## src/output_driver_pkg.sv

```systemverilog
// constants, register map and types for the output driver state control
package output_driver_pkg;

    localparam int NUM_CLK     = 10;
    localparam int NUM_REF     = 8;
    localparam int NUM_CHAN    = 5;
    localparam int ADDR_W      = 8;
    localparam int NUM_CFG     = 13;

    // byte offsets of the register words
    localparam logic [7:0] CLK_POWER_OFF_OFS  = 8'h00;
    localparam logic [7:0] CLK_ENABLE_OFS     = 8'h04;
    localparam logic [7:0] CLK_STYLE_OFS      = 8'h08;
    localparam logic [7:0] CLK_AMPLITUDE_OFS  = 8'h0C;
    localparam logic [7:0] CHAN_POWER_OFF_OFS = 8'h10;
    localparam logic [7:0] REF_FUNC_OFS       = 8'h14;
    localparam logic [7:0] REF_POWER_OFF_OFS  = 8'h18;
    localparam logic [7:0] REF_ENABLE_OFS     = 8'h1C;
    localparam logic [7:0] REF_STYLE_OFS      = 8'h20;
    localparam logic [7:0] REF_AMPLITUDE_OFS  = 8'h24;
    localparam logic [7:0] REF_IDLE_BIAS_OFS  = 8'h28;
    localparam logic [7:0] EVENT_CTRL_OFS     = 8'h2C;
    localparam logic [7:0] OSC_CTRL_OFS       = 8'h30;
    localparam logic [7:0] EVENT_STATUS_OFS   = 8'h34;
    localparam logic [7:0] CLK_STATE_OFS      = 8'h38;
    localparam logic [7:0] REF_STATE_OFS      = 8'h3C;

    // word indices of the stored configuration words
    localparam int IDX_CLK_POWER_OFF  = 0;
    localparam int IDX_CLK_ENABLE     = 1;
    localparam int IDX_CLK_STYLE      = 2;
    localparam int IDX_CLK_AMPLITUDE  = 3;
    localparam int IDX_CHAN_POWER_OFF = 4;
    localparam int IDX_REF_FUNC       = 5;
    localparam int IDX_REF_POWER_OFF  = 6;
    localparam int IDX_REF_ENABLE     = 7;
    localparam int IDX_REF_STYLE      = 8;
    localparam int IDX_REF_AMPLITUDE  = 9;
    localparam int IDX_REF_IDLE_BIAS  = 10;
    localparam int IDX_EVENT_CTRL     = 11;
    localparam int IDX_OSC_CTRL       = 12;

    // fields of the event control and oscillator words
    localparam int EV_COUNT_LSB      = 0;
    localparam int EV_CONTINUOUS_BIT = 8;
    localparam int EV_BIAS_TYPE_BIT  = 9;
    localparam int EV_START_BIT      = 16;
    localparam int OSC_POWER_ON_BIT  = 0;
    localparam int OSC_STYLE_BIT     = 1;
    localparam int OSC_AMPLITUDE_LSB = 2;

    localparam logic [31:0] CFG_MASK [0:NUM_CFG-1] = '{
        32'h0000_03FF, 32'h0000_03FF, 32'h0000_03FF, 32'h000F_FFFF,
        32'h0000_001F, 32'h0000_00FF, 32'h0000_00FF, 32'h0000_00FF,
        32'h0000_00FF, 32'h0000_FFFF, 32'h0000_00FF, 32'h0000_03FF,
        32'h0000_000F};
    localparam logic [31:0] CFG_RESET [0:NUM_CFG-1] = '{
        32'h0000_03FF, 32'h0000_0000, 32'h0000_0000, 32'h0000_0000,
        32'h0000_0000, 32'h0000_0000, 32'h0000_00FF, 32'h0000_0000,
        32'h0000_0000, 32'h0000_5555, 32'h0000_0000, 32'h0000_0001,
        32'h0000_0000};

    // channel of each output: A0 A1 A2 B0 B1 C0 C1 D E0 E1
    localparam logic [2:0] CLK_CHANNEL [0:NUM_CLK-1] = '{
        3'h0, 3'h0, 3'h0, 3'h1, 3'h1, 3'h2, 3'h2, 3'h3, 3'h4, 3'h4};
    localparam logic [2:0] REF_CHANNEL [0:NUM_REF-1] = '{
        3'h0, 3'h0, 3'h0, 3'h1, 3'h1, 3'h2, 3'h2, 3'h3};

    localparam logic [1:0] RESP_OKAY   = 2'h0;
    localparam logic [1:0] RESP_SLVERR = 2'h2;

    // driver state reported per output
    typedef enum logic [1:0] {
        DRV_OFF    = 2'h0,
        DRV_LOW    = 2'h1,
        DRV_SWITCH = 2'h2,
        DRV_BIAS   = 2'h3
    } drive_state_t;

    // swing codes: 0 = 250, 1 = 500, 2 = 750, 3 = 1000 millivolts
    localparam logic [1:0] SWING_250 = 2'h0;
    localparam logic [1:0] SWING_500 = 2'h1;
    localparam logic [1:0] SWING_750 = 2'h2;

    typedef enum logic [1:0] {
        EV_IDLE = 2'h0,
        EV_RUN  = 2'h1,
        EV_DONE = 2'h3
    } event_state_t;

endpackage

```

## src/output_driver_state_control.sv

```systemverilog
// output driver state control with frame-reference event sequencing
// Function
// - power-off bit turns clock output off
// - powered, disabled clock output held static low
// - amplitude code selects 250 to 1000 mV
// - power-off per output, and per channel for clock outputs and frame-mode reference outputs
// - every clock and reference output has enable
// - frame mode: event machine sets reference state
// - frame output: off, low, or 500 mV switching; the swing here follows the reference amplitude word (500 mV code at reset)
// - idle bias drives line-bias state when powered
// - event start turns frame outputs on
// - event completion returns frame outputs to rest state
// - idle bias biases idle outputs to midpoint
// - line bias only for low-voltage differential style
// - bias type 0: rest low, switch, low
// - bias type 1: rest crosspoint, switch, crosspoint
// - idle bias keeps output static during event
// - oscillator output power, three-step amplitude
// - function select: clock copy or frame reference
// - counted event pulses programmable 1 to 255
//
// The implementer's own choices: the register offsets and the AXI4-Lite register port.
`timescale 1ns/100ps
`default_nettype none

module output_driver_state_control (
    input  wire logic                                  aclk,
    input  wire logic                                  aresetn,
    input  wire logic [output_driver_pkg::ADDR_W-1:0]  s_axi_awaddr,
    input  wire logic                                  s_axi_awvalid,
    output var  logic                                  s_axi_awready,
    input  wire logic [31:0]                           s_axi_wdata,
    input  wire logic [3:0]                            s_axi_wstrb,
    input  wire logic                                  s_axi_wvalid,
    output var  logic                                  s_axi_wready,
    output var  logic [1:0]                            s_axi_bresp,
    output var  logic                                  s_axi_bvalid,
    input  wire logic                                  s_axi_bready,
    input  wire logic [output_driver_pkg::ADDR_W-1:0]  s_axi_araddr,
    input  wire logic                                  s_axi_arvalid,
    output var  logic                                  s_axi_arready,
    output var  logic [31:0]                           s_axi_rdata,
    output var  logic [1:0]                            s_axi_rresp,
    output var  logic                                  s_axi_rvalid,
    input  wire logic                                  s_axi_rready,
    input  wire logic                                  ext_event_trigger,
    input  wire logic                                  frame_pulse_tick,
    output var  logic [2*output_driver_pkg::NUM_CLK-1:0] clock_output_state,
    output var  logic [2*output_driver_pkg::NUM_CLK-1:0] clock_output_swing,
    output var  logic [2*output_driver_pkg::NUM_REF-1:0] reference_output_state,
    output var  logic [2*output_driver_pkg::NUM_REF-1:0] reference_output_swing,
    output var  logic [1:0]                            oscillator_monitor_output_state,
    output var  logic [1:0]                            oscillator_monitor_output_swing,
    output var  logic                                  frame_event_active
);
    import output_driver_pkg::*;

    logic [31:0]          cfg [0:NUM_CFG-1];
    logic [ADDR_W-1:0]    wr_addr;
    logic [31:0]          wr_data;
    logic [3:0]           wr_strb;

    logic                 ext_sync_a;
    logic                 ext_sync_b;
    logic                 ext_sync_prev;

    event_state_t         ev_state;
    event_state_t         next_ev_state;
    logic [7:0]           ev_remaining;
    logic [7:0]           next_ev_remaining;
    logic                 ev_continuous;

    // register bus decode
    wire                  do_write     = !s_axi_awready && !s_axi_wready && !s_axi_bvalid;
    wire  [5:0]           wr_index     = wr_addr[7:2];
    wire  [5:0]           rd_index     = s_axi_araddr[7:2];

    wire  [31:0]          byte_mask    = {{8{wr_strb[3]}}, {8{wr_strb[2]}}, {8{wr_strb[1]}}, {8{wr_strb[0]}}};
    wire                  wr_mapped    = (wr_addr[1:0] == 2'h0) && (wr_index <= REF_STATE_OFS[7:2]);
    wire                  rd_mapped    = (s_axi_araddr[1:0] == 2'h0) && (rd_index <= REF_STATE_OFS[7:2]);

    // event trigger and control
    wire                  ext_edge     = ext_sync_b && !ext_sync_prev;
    wire                  sw_start     = do_write && (wr_addr == EVENT_CTRL_OFS) && wr_strb[2]
                                         && wr_data[EV_START_BIT];
    wire                  start_req    = sw_start || ext_edge;
    // a start write brings its own count and mode
    wire  [7:0]           cfg_count    = (sw_start && wr_strb[0]) ? wr_data[EV_COUNT_LSB +: 8]
                                         : cfg[IDX_EVENT_CTRL][EV_COUNT_LSB +: 8];
    wire  [7:0]           load_count   = (cfg_count == 8'h00) ? 8'h01 : cfg_count;
    wire                  cfg_cont     = (sw_start && wr_strb[1]) ? wr_data[EV_CONTINUOUS_BIT]
                                         : cfg[IDX_EVENT_CTRL][EV_CONTINUOUS_BIT];
    wire                  bias_type    = cfg[IDX_EVENT_CTRL][EV_BIAS_TYPE_BIT];
    wire                  ev_running   = (ev_state == EV_RUN);

    // read data selection
    wire  [31:0]          status_word  = {14'h0000, ev_state, ev_remaining, 7'h00, ev_running};
    wire  [31:0]          rd_word      = !rd_mapped ? 32'h0000_0000 :
                                         (s_axi_araddr == EVENT_STATUS_OFS) ? status_word :
                                         (s_axi_araddr == CLK_STATE_OFS) ? {12'h000, clock_output_state} :
                                         (s_axi_araddr == REF_STATE_OFS) ? {16'h0000, reference_output_state} :
                                         cfg[rd_index[3:0]];

    // oscillator monitor decode
    wire  [1:0]           osc_amp      = cfg[IDX_OSC_CTRL][OSC_AMPLITUDE_LSB +: 2];
    wire  [1:0]           osc_swing    = (osc_amp == 2'h0) ? SWING_250 :
                                         (osc_amp == 2'h3) ? SWING_750 : SWING_500;
    wire  drive_state_t   osc_state    = cfg[IDX_OSC_CTRL][OSC_POWER_ON_BIT] ? DRV_SWITCH : DRV_OFF;

    // write channel: address and data taken in either order
    always_ff @(posedge aclk) begin
        if (!aresetn) begin
            s_axi_awready <= 1'b1;
            s_axi_wready  <= 1'b1;
            s_axi_bvalid  <= 1'b0;
            s_axi_bresp   <= RESP_OKAY;
            wr_addr       <= '0;
            wr_data       <= 32'h0000_0000;
            wr_strb       <= 4'h0;
        end else begin
            if (s_axi_awvalid && s_axi_awready) begin
                wr_addr       <= s_axi_awaddr;
                s_axi_awready <= 1'b0;
            end

            if (s_axi_wvalid && s_axi_wready) begin
                wr_data      <= s_axi_wdata;
                wr_strb      <= s_axi_wstrb;
                s_axi_wready <= 1'b0;
            end

            if (do_write) begin
                s_axi_bvalid <= 1'b1;
                s_axi_bresp  <= wr_mapped ? RESP_OKAY : RESP_SLVERR;
            end

            if (s_axi_bvalid && s_axi_bready) begin
                s_axi_bvalid  <= 1'b0;
                s_axi_awready <= 1'b1;
                s_axi_wready  <= 1'b1;
            end
        end
    end

    // read channel: answer one cycle after the address is taken
    always_ff @(posedge aclk) begin
        if (!aresetn) begin
            s_axi_arready <= 1'b1;
            s_axi_rvalid  <= 1'b0;
            s_axi_rdata   <= 32'h0000_0000;
            s_axi_rresp   <= RESP_OKAY;
        end else if (s_axi_arvalid && s_axi_arready) begin
            s_axi_arready <= 1'b0;
            s_axi_rvalid  <= 1'b1;
            s_axi_rdata   <= rd_word;
            s_axi_rresp   <= rd_mapped ? RESP_OKAY : RESP_SLVERR;
        end else if (s_axi_rvalid && s_axi_rready) begin
            s_axi_rvalid  <= 1'b0;
            s_axi_arready <= 1'b1;
        end
    end

    // configuration words, applied live without reset
    generate
        for (genvar i = 0; i < NUM_CFG; i++) begin : g_cfg
            wire [31:0] keep_mask = byte_mask & CFG_MASK[i];
            always_ff @(posedge aclk) begin
                if (!aresetn) begin
                    cfg[i] <= CFG_RESET[i];
                end else if (do_write && wr_mapped && (wr_index == 6'(i))) begin
                    cfg[i] <= (cfg[i] & ~keep_mask) | (wr_data & keep_mask);
                end
            end
        end
    endgenerate

    // external trigger synchroniser and edge history
    always_ff @(posedge aclk) begin
        if (!aresetn) begin
            ext_sync_a    <= 1'b0;
            ext_sync_b    <= 1'b0;
            ext_sync_prev <= 1'b0;
        end else begin
            ext_sync_a    <= ext_event_trigger;
            ext_sync_b    <= ext_sync_a;
            ext_sync_prev <= ext_sync_b;
        end
    end

    // frame-reference event sequencer
    always_comb begin
        next_ev_state     = ev_state;
        next_ev_remaining = ev_remaining;
        unique case (ev_state)
            EV_IDLE: begin
                if (start_req) begin
                    next_ev_state     = EV_RUN;
                    next_ev_remaining = load_count;
                end
            end

            EV_RUN: begin
                if (ev_continuous) begin
                    if (!cfg_cont) begin
                        next_ev_state = EV_DONE;
                    end
                end else if (frame_pulse_tick) begin
                    next_ev_remaining = ev_remaining - 8'h01;
                    if (ev_remaining == 8'h01) begin
                        next_ev_state = EV_DONE;
                    end
                end
            end

            EV_DONE: begin
                next_ev_state = EV_IDLE;
            end
            default: begin
                next_ev_state = EV_IDLE;
            end
        endcase
    end

    always_ff @(posedge aclk) begin
        if (!aresetn) begin
            ev_state           <= EV_IDLE;
            ev_remaining       <= 8'h00;
            ev_continuous      <= 1'b0;
            frame_event_active <= 1'b0;
        end else begin
            ev_state           <= next_ev_state;
            ev_remaining       <= next_ev_remaining;
            frame_event_active <= (next_ev_state == EV_RUN);

            if (ev_state == EV_IDLE) begin
                ev_continuous <= cfg_cont;
            end
        end
    end

    // clock outputs
    generate
        for (genvar i = 0; i < NUM_CLK; i++) begin : g_clk
            wire          off  = cfg[IDX_CLK_POWER_OFF][i] || cfg[IDX_CHAN_POWER_OFF][CLK_CHANNEL[i]];
            wire          en   = cfg[IDX_CLK_ENABLE][i];
            wire drive_state_t next_state = off ? DRV_OFF : (en ? DRV_SWITCH : DRV_LOW);
            always_ff @(posedge aclk) begin
                if (!aresetn) begin
                    clock_output_state[2*i +: 2] <= DRV_OFF;
                    clock_output_swing[2*i +: 2] <= SWING_250;
                end else begin
                    clock_output_state[2*i +: 2] <= next_state;
                    clock_output_swing[2*i +: 2] <= cfg[IDX_CLK_AMPLITUDE][2*i +: 2];
                end
            end
        end
    endgenerate

    // reference outputs, clock copy or frame reference
    generate
        for (genvar r = 0; r < NUM_REF; r++) begin : g_ref
            wire          frame    = cfg[IDX_REF_FUNC][r];
            wire          out_off  = cfg[IDX_REF_POWER_OFF][r];
            wire          chan_off = cfg[IDX_CHAN_POWER_OFF][REF_CHANNEL[r]];
            wire          en       = cfg[IDX_REF_ENABLE][r];
            wire          idle_line_bias = cfg[IDX_REF_IDLE_BIAS][r];

            wire          bias_ok  = !cfg[IDX_REF_STYLE][r] && bias_type;
            wire drive_state_t rest_state = bias_ok ? DRV_BIAS : DRV_LOW;
            wire drive_state_t clock_state = out_off ? DRV_OFF : (en ? DRV_SWITCH : DRV_LOW);
            wire drive_state_t frame_state = (out_off || chan_off) ? DRV_OFF :
                                             idle_line_bias ? rest_state :
                                             !en ? DRV_LOW :
                                             ev_running ? DRV_SWITCH : rest_state;
            always_ff @(posedge aclk) begin
                if (!aresetn) begin
                    reference_output_state[2*r +: 2] <= DRV_OFF;
                    reference_output_swing[2*r +: 2] <= SWING_500;
                end else begin
                    reference_output_state[2*r +: 2] <= frame ? frame_state : clock_state;
                    reference_output_swing[2*r +: 2] <= cfg[IDX_REF_AMPLITUDE][2*r +: 2];
                end
            end
        end
    endgenerate

    // oscillator monitor output
    always_ff @(posedge aclk) begin
        if (!aresetn) begin
            oscillator_monitor_output_state <= DRV_OFF;
            oscillator_monitor_output_swing <= SWING_250;
        end else begin
            oscillator_monitor_output_state <= osc_state;
            oscillator_monitor_output_swing <= osc_swing;
        end
    end

endmodule

`default_nettype wire

```

## config.mk

```make
export PLATFORM = sky130hd
export DESIGN_NAME = output_driver_state_control
export DESIGN_NICKNAME = d
export VERILOG_FILES = /design/src/output_driver_pkg.sv /design/src/output_driver_state_control.sv
export SDC_FILE = /design/constraint.sdc
export NUM_CORES = 1
export LEC_CHECK = 0
export BUFFER_PORTS_ARGS = -buffer_cell sky130_fd_sc_hd__clkbuf_2
export CORE_UTILIZATION = 45
export CTS_CLUSTER_DIAMETER = 50
export DETAILED_ROUTE_END_ITERATION = 7
export PLACE_DENSITY_LB_ADDON = 0.3
export SLEW_MARGIN = 25
export SYNTH_ARGS = -nofsm -noshare
export SYNTH_HDL_FRONTEND = slang
export SYNTH_SLANG_ARGS = --single-unit
```

## constraint.sdc

```tcl
create_clock -name aclk -period 5.8 [get_ports aclk]
set_clock_uncertainty 0.1 [all_clocks]
set_input_delay 0.87 -clock aclk [delete_from_list [all_inputs] [get_ports aclk]]
set_output_delay 0.87 -clock aclk [all_outputs]
set_load 0.01 [all_outputs]
```

After elaboration in Yosys (flattened, before gate mapping)
Memories as Yosys holds them, arrays and structs flattened.
Cells that the tools add are included.
{ "totals": {"reg_bits": 175, "latchBits": 0, "ramBits": 416, "rom_bits": 0, "inputBits": 61, "output_inout_bits": 118, "word_cells": 376, "memories": 1} }
{ "mem_list": {"columns": ["memory", "words", "width", "read_ports", "rd_clocked_by_memory_dff", "write_ports", "line_no", "source"], "rows": [
  ["cfg", 13, 32, 14, 0, 13, "output_driver_state_control.sv:58", "logic [31:0] cfg [0:NUM_CFG-1];"]
]} }
{ "classes": {"n_addsub": 1, "mul": 0, "div_mod_pow": 0, "n_lt_le_gt_ge": 2, "eq_ne": 23, "shift": 0, "muxes": 152, "bitwise": 52, "reduce_logical": 89} }
{ "ops": {"columns": ["op", "count"], "rows": [
  ["two-way mux 32 bit", 17],
  ["bitwise AND 32 bit", 13],
  ["bitwise OR 32 bit", 13],
  ["two-way mux 2 bit", 83],
  ["two-way mux 1 bit", 45],
  ["two-way mux 8 bit", 5],
  ["logical AND 1 bit", 37],
  ["bitwise AND 32 x 10 -> 32 bit", 1],
  ["bitwise AND 32 x 16 -> 32 bit", 1],
  ["bitwise AND 32 x 20 -> 32 bit", 1],
  ["bitwise AND 32 x 4 -> 32 bit", 1],
  ["bitwise AND 32 x 5 -> 32 bit", 1],
  ["bitwise AND 32 x 8 -> 32 bit", 1],
  ["== test 8 x 6 -> 1 bit, second input constant", 4],
  ["NOT 10 -> 32 bit", 1],
  ["NOT 16 -> 32 bit", 1],
  ["NOT 20 -> 32 bit", 1],
  ["NOT 4 -> 32 bit", 1],
  ["NOT 5 -> 32 bit", 1],
  ["NOT 8 -> 32 bit", 1],
  ["== test 6 x 4 -> 1 bit, second input constant", 5],
  ["== test 6 x 3 -> 1 bit, second input constant", 4],
  ["OR reduction 2 bit", 12],
  ["logical OR 1 bit", 19],
  ["18 further kinds", 50]
]} }

Longest topological paths before layout
Gate-level depths: netlist of run 1.
{ "depth": {"word_depth": 12, "mapped_depth": 8, "ltp_nobuf": 6} }

Worst setup path after synthesis of run 1
OpenSTA, ideal clock, no wires.
{ "synth_path": {"path_kind": "flip-flop to flip-flop", "from": "register s_axi_bvalid", "to": "memory cfg[3][0], enable pin", "setup_time_ps": 425, "t_arrival_ps": 3038, "required_time_ps": 5275, "slack_ps": 2237, "path_stages_with_launch": 6, "n_path_buf": 1, "synth_period_minus_slack_ps": 3563, "cell_sequence": "dfxtp_1 or3_1 clkbuf_1 or2_2 or3_1 o21ai_0"} }
{ "synth_rtl": {"columns": ["element", "line_no", "source"], "rows": [
  ["start: declaration", "output_driver_state_control.sv:37", "output var logic s_axi_bvalid,"],
  ["start signal: assignment", "output_driver_state_control.sv:115", "s_axi_bvalid <= 1'b0;"],
  ["start signal: assignment", "output_driver_state_control.sv:133", "s_axi_bvalid <= 1'b1;"],
  ["start signal: assignment", "output_driver_state_control.sv:138", "s_axi_bvalid <= 1'b0;"],
  ["end: declaration", "output_driver_state_control.sv:58", null]
]} }

==> flow_metrics.tcl, run 1 <==
set metrics [dict create \
    setup_tns_ns 0 \
    area_growth_pct 15.8 \
    cts_hold_buf 0 \
    setup_viol 0 \
    seq_area_frac_synth 0.543 \
    yosysMostFrequentCell "a21oi_1" \
    yosysWarnings 0 \
    drt_first_pass_iters 5 \
    fp-row-count 60 \
    seqCellArea_um2 6720 \
    crit_path_top_delay_cell "o21ai_0" \
    synth_common_cells "a21oi_1 (167), nand2b_1 (153), dfxtp_1 (148)" \
    ys_seq_elements 273 \
    cts_tree "done" \
    synth_top_cell_area_share 0.303 \
    rsz0062_at_grt "false" \
    gp_congestion 0.902 \
    cts_buffers 30 \
    fin_nets 1372 \
    fin_ws_ns 2.62 \
    die_x_um 168 \
    fin_crit_sh 0.549 \
    reg2reg_slack_ns 2.62 \
    post_cts_buffers 0 \
    critPathKind "reg -> reg" \
    crit_path_cell_trace "or3_1 > or2_2 > or3_1 > o21ai_0 > buf_4" \
    worstMarginPinSlew_ns 1.02 \
    cap_violations 0 \
    cts_resized 0 \
    port_buffers 150 \
    postRouteAntennaNets 0 \
    grt_max_degree 103 \
    place_area_um2 13300 \
    grt_pass1_vias 9807 \
    start_util 0.459 \
    crit_fanout 12 \
    min_period_ns 3.18 \
    insertion_delay_ns 0.56 \
    grt_pass1_wl_um 57300 \
    syn_inst 1193 \
    pre_cts_ws_ns 2.13 \
    ctsLongestPathBuffers 3 \
    coreArea_um2 27000 \
    die_area_um2 28200 \
    clock_sinks 273 \
    vias_per_cell 5.97 \
    hold_class "reg -> reg" \
    fillers 2377 \
    irDropWorstVdd_uv 261 \
    clockRootBuffer "clkbuf_16" \
    hold_viol 0 \
    slew_headroom 0.314 \
    cts.clk_slew.worst_paths_ns 0.06 \
    max_freq_mhz 314 \
    synth.distinct_cells 63 \
    cpPeakStageDelay_ns 0.70 \
    synth_edf_count 125 \
    htreeDepth 1 \
    grt-ovfl-total 0 \
    diodes 0 \
    start_kind "register" \
    leakage_nw 5.28 \
    dp_hpwl_um 25900 \
    final_cell_area_um2 14300 \
    wl_per_cell_um 22.4 \
    worst_ep_arrival_time_ns 3.33 \
    multiInputGateArea_um2 5230 \
    power.density_nw_per_um2 305 \
    grtUsageTotal 0.265 \
    grt_antenna_before_repair 0 \
    num_vias 10002 \
    final_layout_size_suffix_gt1_frac 0.203 \
    crit_path_end_kind "register" \
    die_height_um 168 \
    io_pins 179 \
    yosys-top-cells-area "edfxtp_1 (30%), dfxtp_1 (24%), nand2b_1 (7.7%)" \
    finalMaxSlewViolations 0 \
    status "complete, no violations" \
    drt-initial-drc-count 1194 \
    drc 0 \
    synth_top_flop_cell "dfxtp_1" \
    drt-total-wl_um 37400 \
    crit_top_cell "or3_1" \
    crit_required_ns 5.95 \
    async_flop_share 0 \
    synth.avg_cell_area_um2 10.4 \
    synth_top_area_cell "edfxtp_1" \
    synthesis.area_um2 12400 \
]
==> per-layer routing <==
| layer | wire length (µm) | vias up | GRT usage |
|---|---|---|---|
| met5 | 0 | - | 0 |
| met4 | 1880 | 0 | 0.138 |
| met3 | 3020 | 99 | 0.0395 |
| met2 | 17600 | 526 | 0.432 |
| met1 | 14900 | 4829 | 0.344 |
| li1 | - | 4548 | - |
==> layout by cell type, fill, tap and decap left out, types with 14 or more instances in the layout <==
master,synthesis,routed
a21oi_1,167,167
nand2b_1,153,152
clkbuf_2,0,150
dfxtp_1,148,147
edfxtp_1,125,125
nand2_1,106,106
nand3_1,44,44
and2_1,40,40
o21ai_0,37,32
clkbuf_16,0,32
nor2_1,30,29
mux4_2,25,25
nor3_1,18,18
buf_4,15,18
conb_1,1,15
a22oi_1,14,14
==> logic make-up (layout without fill, tap and decap cells) <==
logic type	Yosys count	in the layout	synth area share
flip-flops	273	273	0.543
multiplexers	45	45	0.0644
AND/OR/NAND/NOR	458	458	0.203
adder cells (fa/ha/maj)	2	2	0.00202
AO/OA/AOI/OAI	301	301	0.146
other	1	15	0.000303
buffers and inverters	112	238	0.0407
XOR/XNOR	1	1	0.000708
==> power by group <==
part	leakage, nW	internal (mW)	switching (mW)
combinational	2.37	0.128	0.208
sequential	2.40	2.06	0.0603
clock	0.505	1.11	0.800
==> stage by stage <==
stage | hold WS (ns) | power (mW) | utilization | std cells
after global routing | 0.363 | 4.49 | 0.531 | 1674
after detailed placement | 0.321 | 2.49 | 0.494 | 1618
final | 0.332 | 4.37 | 0.531 | 1674
after floorplan | 0.312 | 2.38 | - | 1207
after CTS | 0.335 | 4.38 | 0.531 | 1674
after global placement | 0.321 | 2.49 | 0.493 | 1618
==> worst max-delay path: cells and delay by family (launching register included) <==
family / cells / cell delay [ns]
and+or+nand+nor: 3 / 1.31
AOI/OAI and AO/OA: 1 / 0.70
DFF: 1 / 0.41
buffers and inverters: 1 / 0.35
==> flip-flops by register name, summed over array words and instances, names as in the netlist, 2 cells and up <==
register	flops
wr_strb	3
clock_output_swing	20
clock_output_state	20
ev_remaining	8
wr_data	20
reference_output_state	16
wr_addr	8
s_axi_rdata	20
oscillator_monitor_output_swing	2
ev_state	2
cfg	125
reference_output_swing	16
==> cell type report <==
| class | instances | share of cell area |
|---|---|---|
| multi-input combinational | 822 | 0.365 |
| timing repair buffer | 168 | 0.0619 |
| tap | 341 | 0.0298 |
| clock inverter | 17 | 0.0101 |
| sequential | 273 | 0.469 |
| clock buffer | 39 | 0.0606 |
| inverter | 14 | 0.00367 |
==> final timing paths <==
| path | start | endpoint | cells past startpoint |
|---|---|---|---|
| setup / recovery | s_axi_awready | cfg[2][7] | 5 |
| hold / removal | ext_sync_a | ext_sync_b | 1 |
| setup reg to reg | s_axi_awready | cfg[2][7] | 5 |
| hold reg to reg | ext_sync_a | ext_sync_b | 1 |
Note: power is estimated with default switching activity, not from simulation.
==> inputs of run 2 (changes only) <==
--- a/config.mk
+++ b/config.mk
@@ -5,6 +5,7 @@
 export SDC_FILE = /design/constraint.sdc
 export NUM_CORES = 1
 export LEC_CHECK = 0
+export ABC_AREA = 1
 export BUFFER_PORTS_ARGS = -buffer_cell sky130_fd_sc_hd__clkbuf_2
 export CORE_UTILIZATION = 45
 export CTS_CLUSTER_DIAMETER = 50
==> constraint.sdc (replaced) <==
create_clock -name aclk -period 2.59 [get_ports aclk]
set_clock_uncertainty 0.1 [all_clocks]
set_input_delay 0.3885 -clock aclk [delete_from_list [all_inputs] [get_ports aclk]]
set_output_delay 0.3885 -clock aclk [all_outputs]
set_load 0.01 [all_outputs]
==> run 2 against run 1 <==
Effect of this change:
- the run now ends with negative hold slack left
- clock-buffer cell count is 4 higher
- routed wire length is 5.4% higher
- die area is 0.54% lower
==> flow_metrics.tcl, run 2 <==
set metrics [dict create \
    status "complete, but fails checks" \
    failed_checks "negative hold slack" \
    placed_cells 1955 \
    cts_tree "done" \
    r2r_start "s_axi_wready" \
    power.density_nw_per_um2 672 \
    synthesis.area_um2 12300 \
    synth_mux_area_frac 0.000814 \
    max_freq_mhz 432 \
    setup_tns_ns 0 \
    synth_edf_count 125 \
    die_height_um 167 \
    fillers 2518 \
    crit_path_end_kind "register" \
    worstMarginPinSlew_ns 0.639 \
    hold_slack_ns -0.00104 \
    crit_fanout 10 \
    synth_top_cell_area_share 0.305 \
    start_kind "register" \
    synth_top_area_cell "edfxtp_1" \
    async_flop_share 0 \
    port_buffers 150 \
    grtUsageTotal 0.282 \
    post_cts_buffers 0 \
    hold_class "in -> reg" \
    vias_per_cell 5.42 \
    synth_simple_gate_area_frac 0.203 \
    synth-xor-area-share 0.00142 \
    grt_antenna_before_repair 0 \
    fin_nets 1729 \
    htreeDepth 1 \
    critPathKind "reg -> reg" \
    slew_headroom 0.573 \
    grt_pass1_wl_um 60700 \
    irDropWorstVdd_uv 536 \
    dp_hpwl_um 29700 \
    rsz0062_at_grt "false" \
    power_mw 9.92 \
    insertion_delay_ns 0.56 \
    regMostFlops "cfg" \
    area_growth_pct 20.0 \
    ctsLongestPathBuffers 3 \
    final_layout_size_suffix_gt1_frac 0.171 \
    leakage_nw 6.44 \
    drt-total-wl_um 39500 \
    cap_violations 0 \
    seq_area_frac_synth 0.546 \
    ys_seq_elements 273 \
    synth_top_family_by_area "simple AND/OR/NAND/NOR gates" \
    grt_pass1_vias 10650 \
    startpoint "s_axi_wready" \
    synth_top_flop_cell "dfxtp_1" \
    yosys-top-cells-area "edfxtp_1 (31%), dfxtp_1 (24%), nand2_1 (7.8%)" \
    synth.avg_cell_area_um2 8.32 \
    min_path_cells 3 \
    fin_crit_sh 0.894 \
    final_cells 2032 \
    setup_viol 0 \
    crit_required_ns 2.77 \
    postRouteAntennaNets 0 \
    grt_max_degree 78 \
    coreArea_um2 26900 \
    wl_per_cell_um 19.4 \
    syn_inst 1479 \
    drt-initial-drc-count 1088 \
    clock_sinks 273 \
    drc 0 \
    die_x_um 167 \
    clockRootBuffer "clkbuf_16" \
    largest_reg_flops 125 \
    io_pins 179 \
    hold_viol 1 \
    reg2regPathDepth 10 \
    synth-compound-area-share 0.164 \
    layout_common_cells "nand2_1 (257), nor2_1 (227), a21oi_1 (179), inv_1 (156), clkbuf_2 (149)" \
    yosysWarnings 0 \
    cts.clk_slew.worst_paths_ns 0.07 \
    synth_common_cells "nand2_1 (257), nor2_1 (227), a21oi_1 (179)" \
    gp_congestion 1.00 \
    start_util 0.458 \
    synth.distinct_cells 46 \
    fp-row-count 60 \
    layout_commonest_cell "nand2_1" \
    yosysMostFrequentCell "nand2_1" \
    r2r_end "cfg[6][7]" \
    min_period_ns 2.32 \
    num_vias 11021 \
    synthAdderAreaFrac 0.00203 \
    die_area_um2 28000 \
    worst_ep_arrival_time_ns 2.49 \
    diodes 0 \
    reg2reg_slack_ns 0.27 \
    grt-ovfl-total 0 \
    finalMaxSlewViolations 0 \
    cts_resized 0 \
    crit_end "cfg[6][7]" \
    drt_first_pass_iters 5 \
    cts_buffers 31 \
]
-- run 2: critical path, cell delays in order, from the launching register on --
cell and delay, ns:
dfxtp_1 0.32, inv_1 0.10, nand3_2 0.15, nor2_8 0.23
nand2_4 0.11, inv_1 0.10, nand2_1 0.12, inv_2 0.11
nand2_1 0.09, nor2_2 0.42, o211ai_1 0.17
-- run 2: cells by family after synthesis --
| group | after synthesis |
|---|---|
| AO/OA/AOI/OAI | 358 |
| other | 1 |
| AND/OR/NAND/NOR | 593 |
| multiplexers | 1 |
| XOR/XNOR | 2 |
| buffers and inverters | 249 |
| flip-flops | 273 |
| adder cells (fa/ha/maj) | 2 |
-- run 2: metrics by stage --
| stage | utilization | area (µm²) | setup WS (ns) | hold WS [ns] |
|---|---|---|---|---|
| floorplan | - | 12400 | 0.0852 | 0.290 |
| global placement | 0.504 | 13600 | 0.325 | 0.311 |
| detailed placement | 0.504 | 13600 | 0.337 | 0.322 |
| CTS | 0.549 | 14800 | 0.324 | 0.00124 |
| global route | 0.549 | 14800 | 0.107 | 0.0137 |
| finish | 0.549 | 14800 | 0.273 | -0.00104 |
-- run 2: final cells by class --
type                    count  area [µm²]  share of cell area
clock inverters            15         103             0.00695
clock buffers              43         913              0.0619
well taps                 341         427              0.0289
inverters                 173         652              0.0442
repair buffers            216        1320              0.0895
flip-flops and latches    273        6720               0.455
multi-input cells         971        4620               0.313
-- run 2: repair_timing --
item / in CTS / in global routing
hold buffers: 19 / 0
setup endpoints to repair: 0 / 0
hold endpoints to repair: 17 / 0
-- run 2: how the worst min path moves through the flow --
stage                    start          end
2_1_floorplan       ext_sync_a   ext_sync_b
3_3_place_gp        ext_sync_a   ext_sync_b
3_5_place_dp        ext_sync_a   ext_sync_b
4_1_cts        s_axi_wdata[18]  wr_data[18]
5_1_grt        s_axi_awaddr[0]   wr_addr[0]
6_report       s_axi_awaddr[0]   wr_addr[0]
-- run 2: power breakdown --
group	switching (mW)	leakage [nW]	internal, mW	total, mW
Sequential	0.111	2.40	4.63	4.74
Combinational	0.600	3.53	0.287	0.887
Clock	1.81	0.508	2.48	4.29
Total	2.52	6.44	7.40	9.92
-- run 2: per-layer routing --
| layer | vias up | routed length (µm) | share of wire | GRT usage |
|---|---|---|---|---|
| met5 | - | 0 | 0 | 0 |
| met4 | 0 | 1760 | 0.045 | 0.124 |
| met3 | 91 | 3290 | 0.083 | 0.0544 |
| met2 | 462 | 17500 | 0.44 | 0.440 |
| met1 | 5165 | 16900 | 0.43 | 0.383 |
| li1 | 5303 | - | - | - |
==> inputs of run 3 (changes only) <==
--- a/config.mk
+++ b/config.mk
@@ -7,9 +7,12 @@
 export LEC_CHECK = 0
 export ABC_AREA = 1
 export BUFFER_PORTS_ARGS = -buffer_cell sky130_fd_sc_hd__clkbuf_2
-export CORE_UTILIZATION = 45
+export CELL_PAD_IN_SITES_DETAIL_PLACEMENT = 1
+export CELL_PAD_IN_SITES_GLOBAL_PLACEMENT = 2
+export CORE_UTILIZATION = 31
 export CTS_CLUSTER_DIAMETER = 50
 export DETAILED_ROUTE_END_ITERATION = 7
+export HOLD_SLACK_MARGIN = 0.03
 export PLACE_DENSITY_LB_ADDON = 0.3
 export SLEW_MARGIN = 25
 export SYNTH_ARGS = -nofsm -noshare
==> run 3 against run 2 <==
Effect of this change:
- the run now ends clean
- utilization fell by 15 points
- largest power group is now clock
- routed wire length rose by 17%
- highest routed layer unchanged
- sequential cell count did not move
- clock power rose by 30%
- sequential share of layout area fell by 2.2 points
- register-to-register slack improved by 0.02 ns
- critical endpoint is now cfg[6][4]
- hold slack improved by 0.048 ns
- worst setup slack improved by 0.021 ns
- global-route usage fell by 5.4 points
- design area rose by 5.1%
==> flow_metrics.tcl, run 3 (synthesis gave the netlist of run 2 again) <==
set metrics [dict create \
    status "complete, no violations" \
    grtUsageTotal 0.229 \
    regMostFlops "cfg" \
    finalMaxSlewViolations 0 \
    rsz0062_at_grt "false" \
    crit_path_end_kind "register" \
    hold_slack_ns 0.0473 \
    io_pins 179 \
    seqCellArea_um2 6720 \
    die_height_um 201 \
    grt_pass1_vias 11228 \
    clockRootBuffer "clkbuf_16" \
    coreArea_um2 38900 \
    worstMarginPinSlew_ns 0.700 \
    fillers 4745 \
    slew_headroom 0.533 \
    drt-initial-drc-count 862 \
    cts_tree "done" \
    setup_viol 0 \
    grt_antenna_before_repair 0 \
    clock_sinks 273 \
    cts_buffers 41 \
    fin_crit_sh 0.886 \
    cts_resized 0 \
    die_area_um2 40500 \
    leakage_nw 6.71 \
    fin_ws_ns 0.294 \
    min_period_ns 2.30 \
    hold_class "in -> reg" \
    cap_violations 0 \
    dp_hpwl_um 34800 \
    fp-row-count 72 \
    area_growth_pct 26.1 \
    diodes 0 \
    max_freq_mhz 436 \
    post-route-util 0.398 \
    worst_ep_arrival_time_ns 2.45 \
    power_mw 11.2 \
    port_buffers 150 \
    final_cell_area_um2 15500 \
    drt_first_pass_iters 5 \
    vias_per_cell 4.97 \
    layout_common_cells "nand2_1 (257), nor2_1 (227), a21oi_1 (179), inv_1 (156), clkbuf_2 (149)" \
    power.density_nw_per_um2 725 \
    cts.clk_slew.worst_paths_ns 0.06 \
    postRouteAntennaNets 0 \
    die_x_um 201 \
    final_cells 2246 \
    insertion_delay_ns 0.54 \
    grt_pass1_wl_um 70000 \
    start_kind "register" \
    place_area_um2 13900 \
    start_util 0.316 \
    irDropWorstVdd_uv 351 \
    hold_viol 0 \
    largest_reg_flops 125 \
    num_vias 11152 \
    gp_congestion 0.915 \
    grt-ovfl-total 0 \
    drt-total-wl_um 46300 \
    multiInputGateArea_um2 4630 \
    final_layout_size_suffix_gt1_frac 0.186 \
    crit_required_ns 2.75 \
    layout_commonest_cell "nand2_1" \
    drc 0 \
    grt_max_degree 63 \
    fin_nets 1761 \
    htreeDepth 2 \
    wl_per_cell_um 20.6 \
    placed_cells 2147 \
    ctsLongestPathBuffers 3 \
    crit_fanout 10 \
    critPathKind "reg -> reg" \
    setup_tns_ns 0 \
    pre_cts_ws_ns 0.306 \
]
==> run 3: final timing paths <==
check,slack [ns],cells after the start,start,to
setup / recovery,0.29,10,s_axi_wready,cfg[6][4]
hold / removal,0.05,3,s_axi_wstrb[2],wr_strb[2]
setup reg to reg,0.29,10,s_axi_wready,cfg[6][4]
hold reg to reg,0.31,2,ext_sync_a,ext_sync_b
==> run 3: cell type report <==
| type | instances | share of cell area |
|---|---|---|
| clock buffer | 51 | 0.0725 |
| clock inverter | 22 | 0.0152 |
| inverter | 173 | 0.0420 |
| multi-input combinational | 971 | 0.298 |
| sequential | 273 | 0.433 |
| tap | 518 | 0.0418 |
| timing repair buffer | 238 | 0.0970 |
==> run 3: report_power, final <==
part / switching, mW / total [mW] / leakage [nW] / internal (mW)
Sequential: 0.124 / 4.76 / 2.40 / 4.64
Clock: 2.07 / 5.56 / 0.675 / 3.49
Combinational: 0.623 / 0.920 / 3.63 / 0.297
Total: 2.82 / 11.2 / 6.71 / 8.42
==> run 3: metal layers <==
layer | wire [µm] | global-route usage
met1 | 22300 | 0.319
met2 | 20800 | 0.364
met3 | 2030 | 0.0319
met4 | 1230 | 0.0749
met5 | 0 | 0
==> run 3: what timing repair did <==
action | CTS | global route
hold buffers | 26 | 0
endpoints found under the setup margin | 0 | 0
hold endpoints to repair | 24 | 0
setup buffers | 0 | 0
==> run 3: critical path, stage by stage, from the launching register on <==
cell      delay [ns]
dfxtp_1         0.32
inv_1           0.12
nand3_2         0.15
nor2_8          0.22
nand2_4         0.11
inv_1           0.12
nand2_1         0.13
inv_2           0.10
nand2_1         0.09
nor2_2          0.39
o211ai_1        0.16
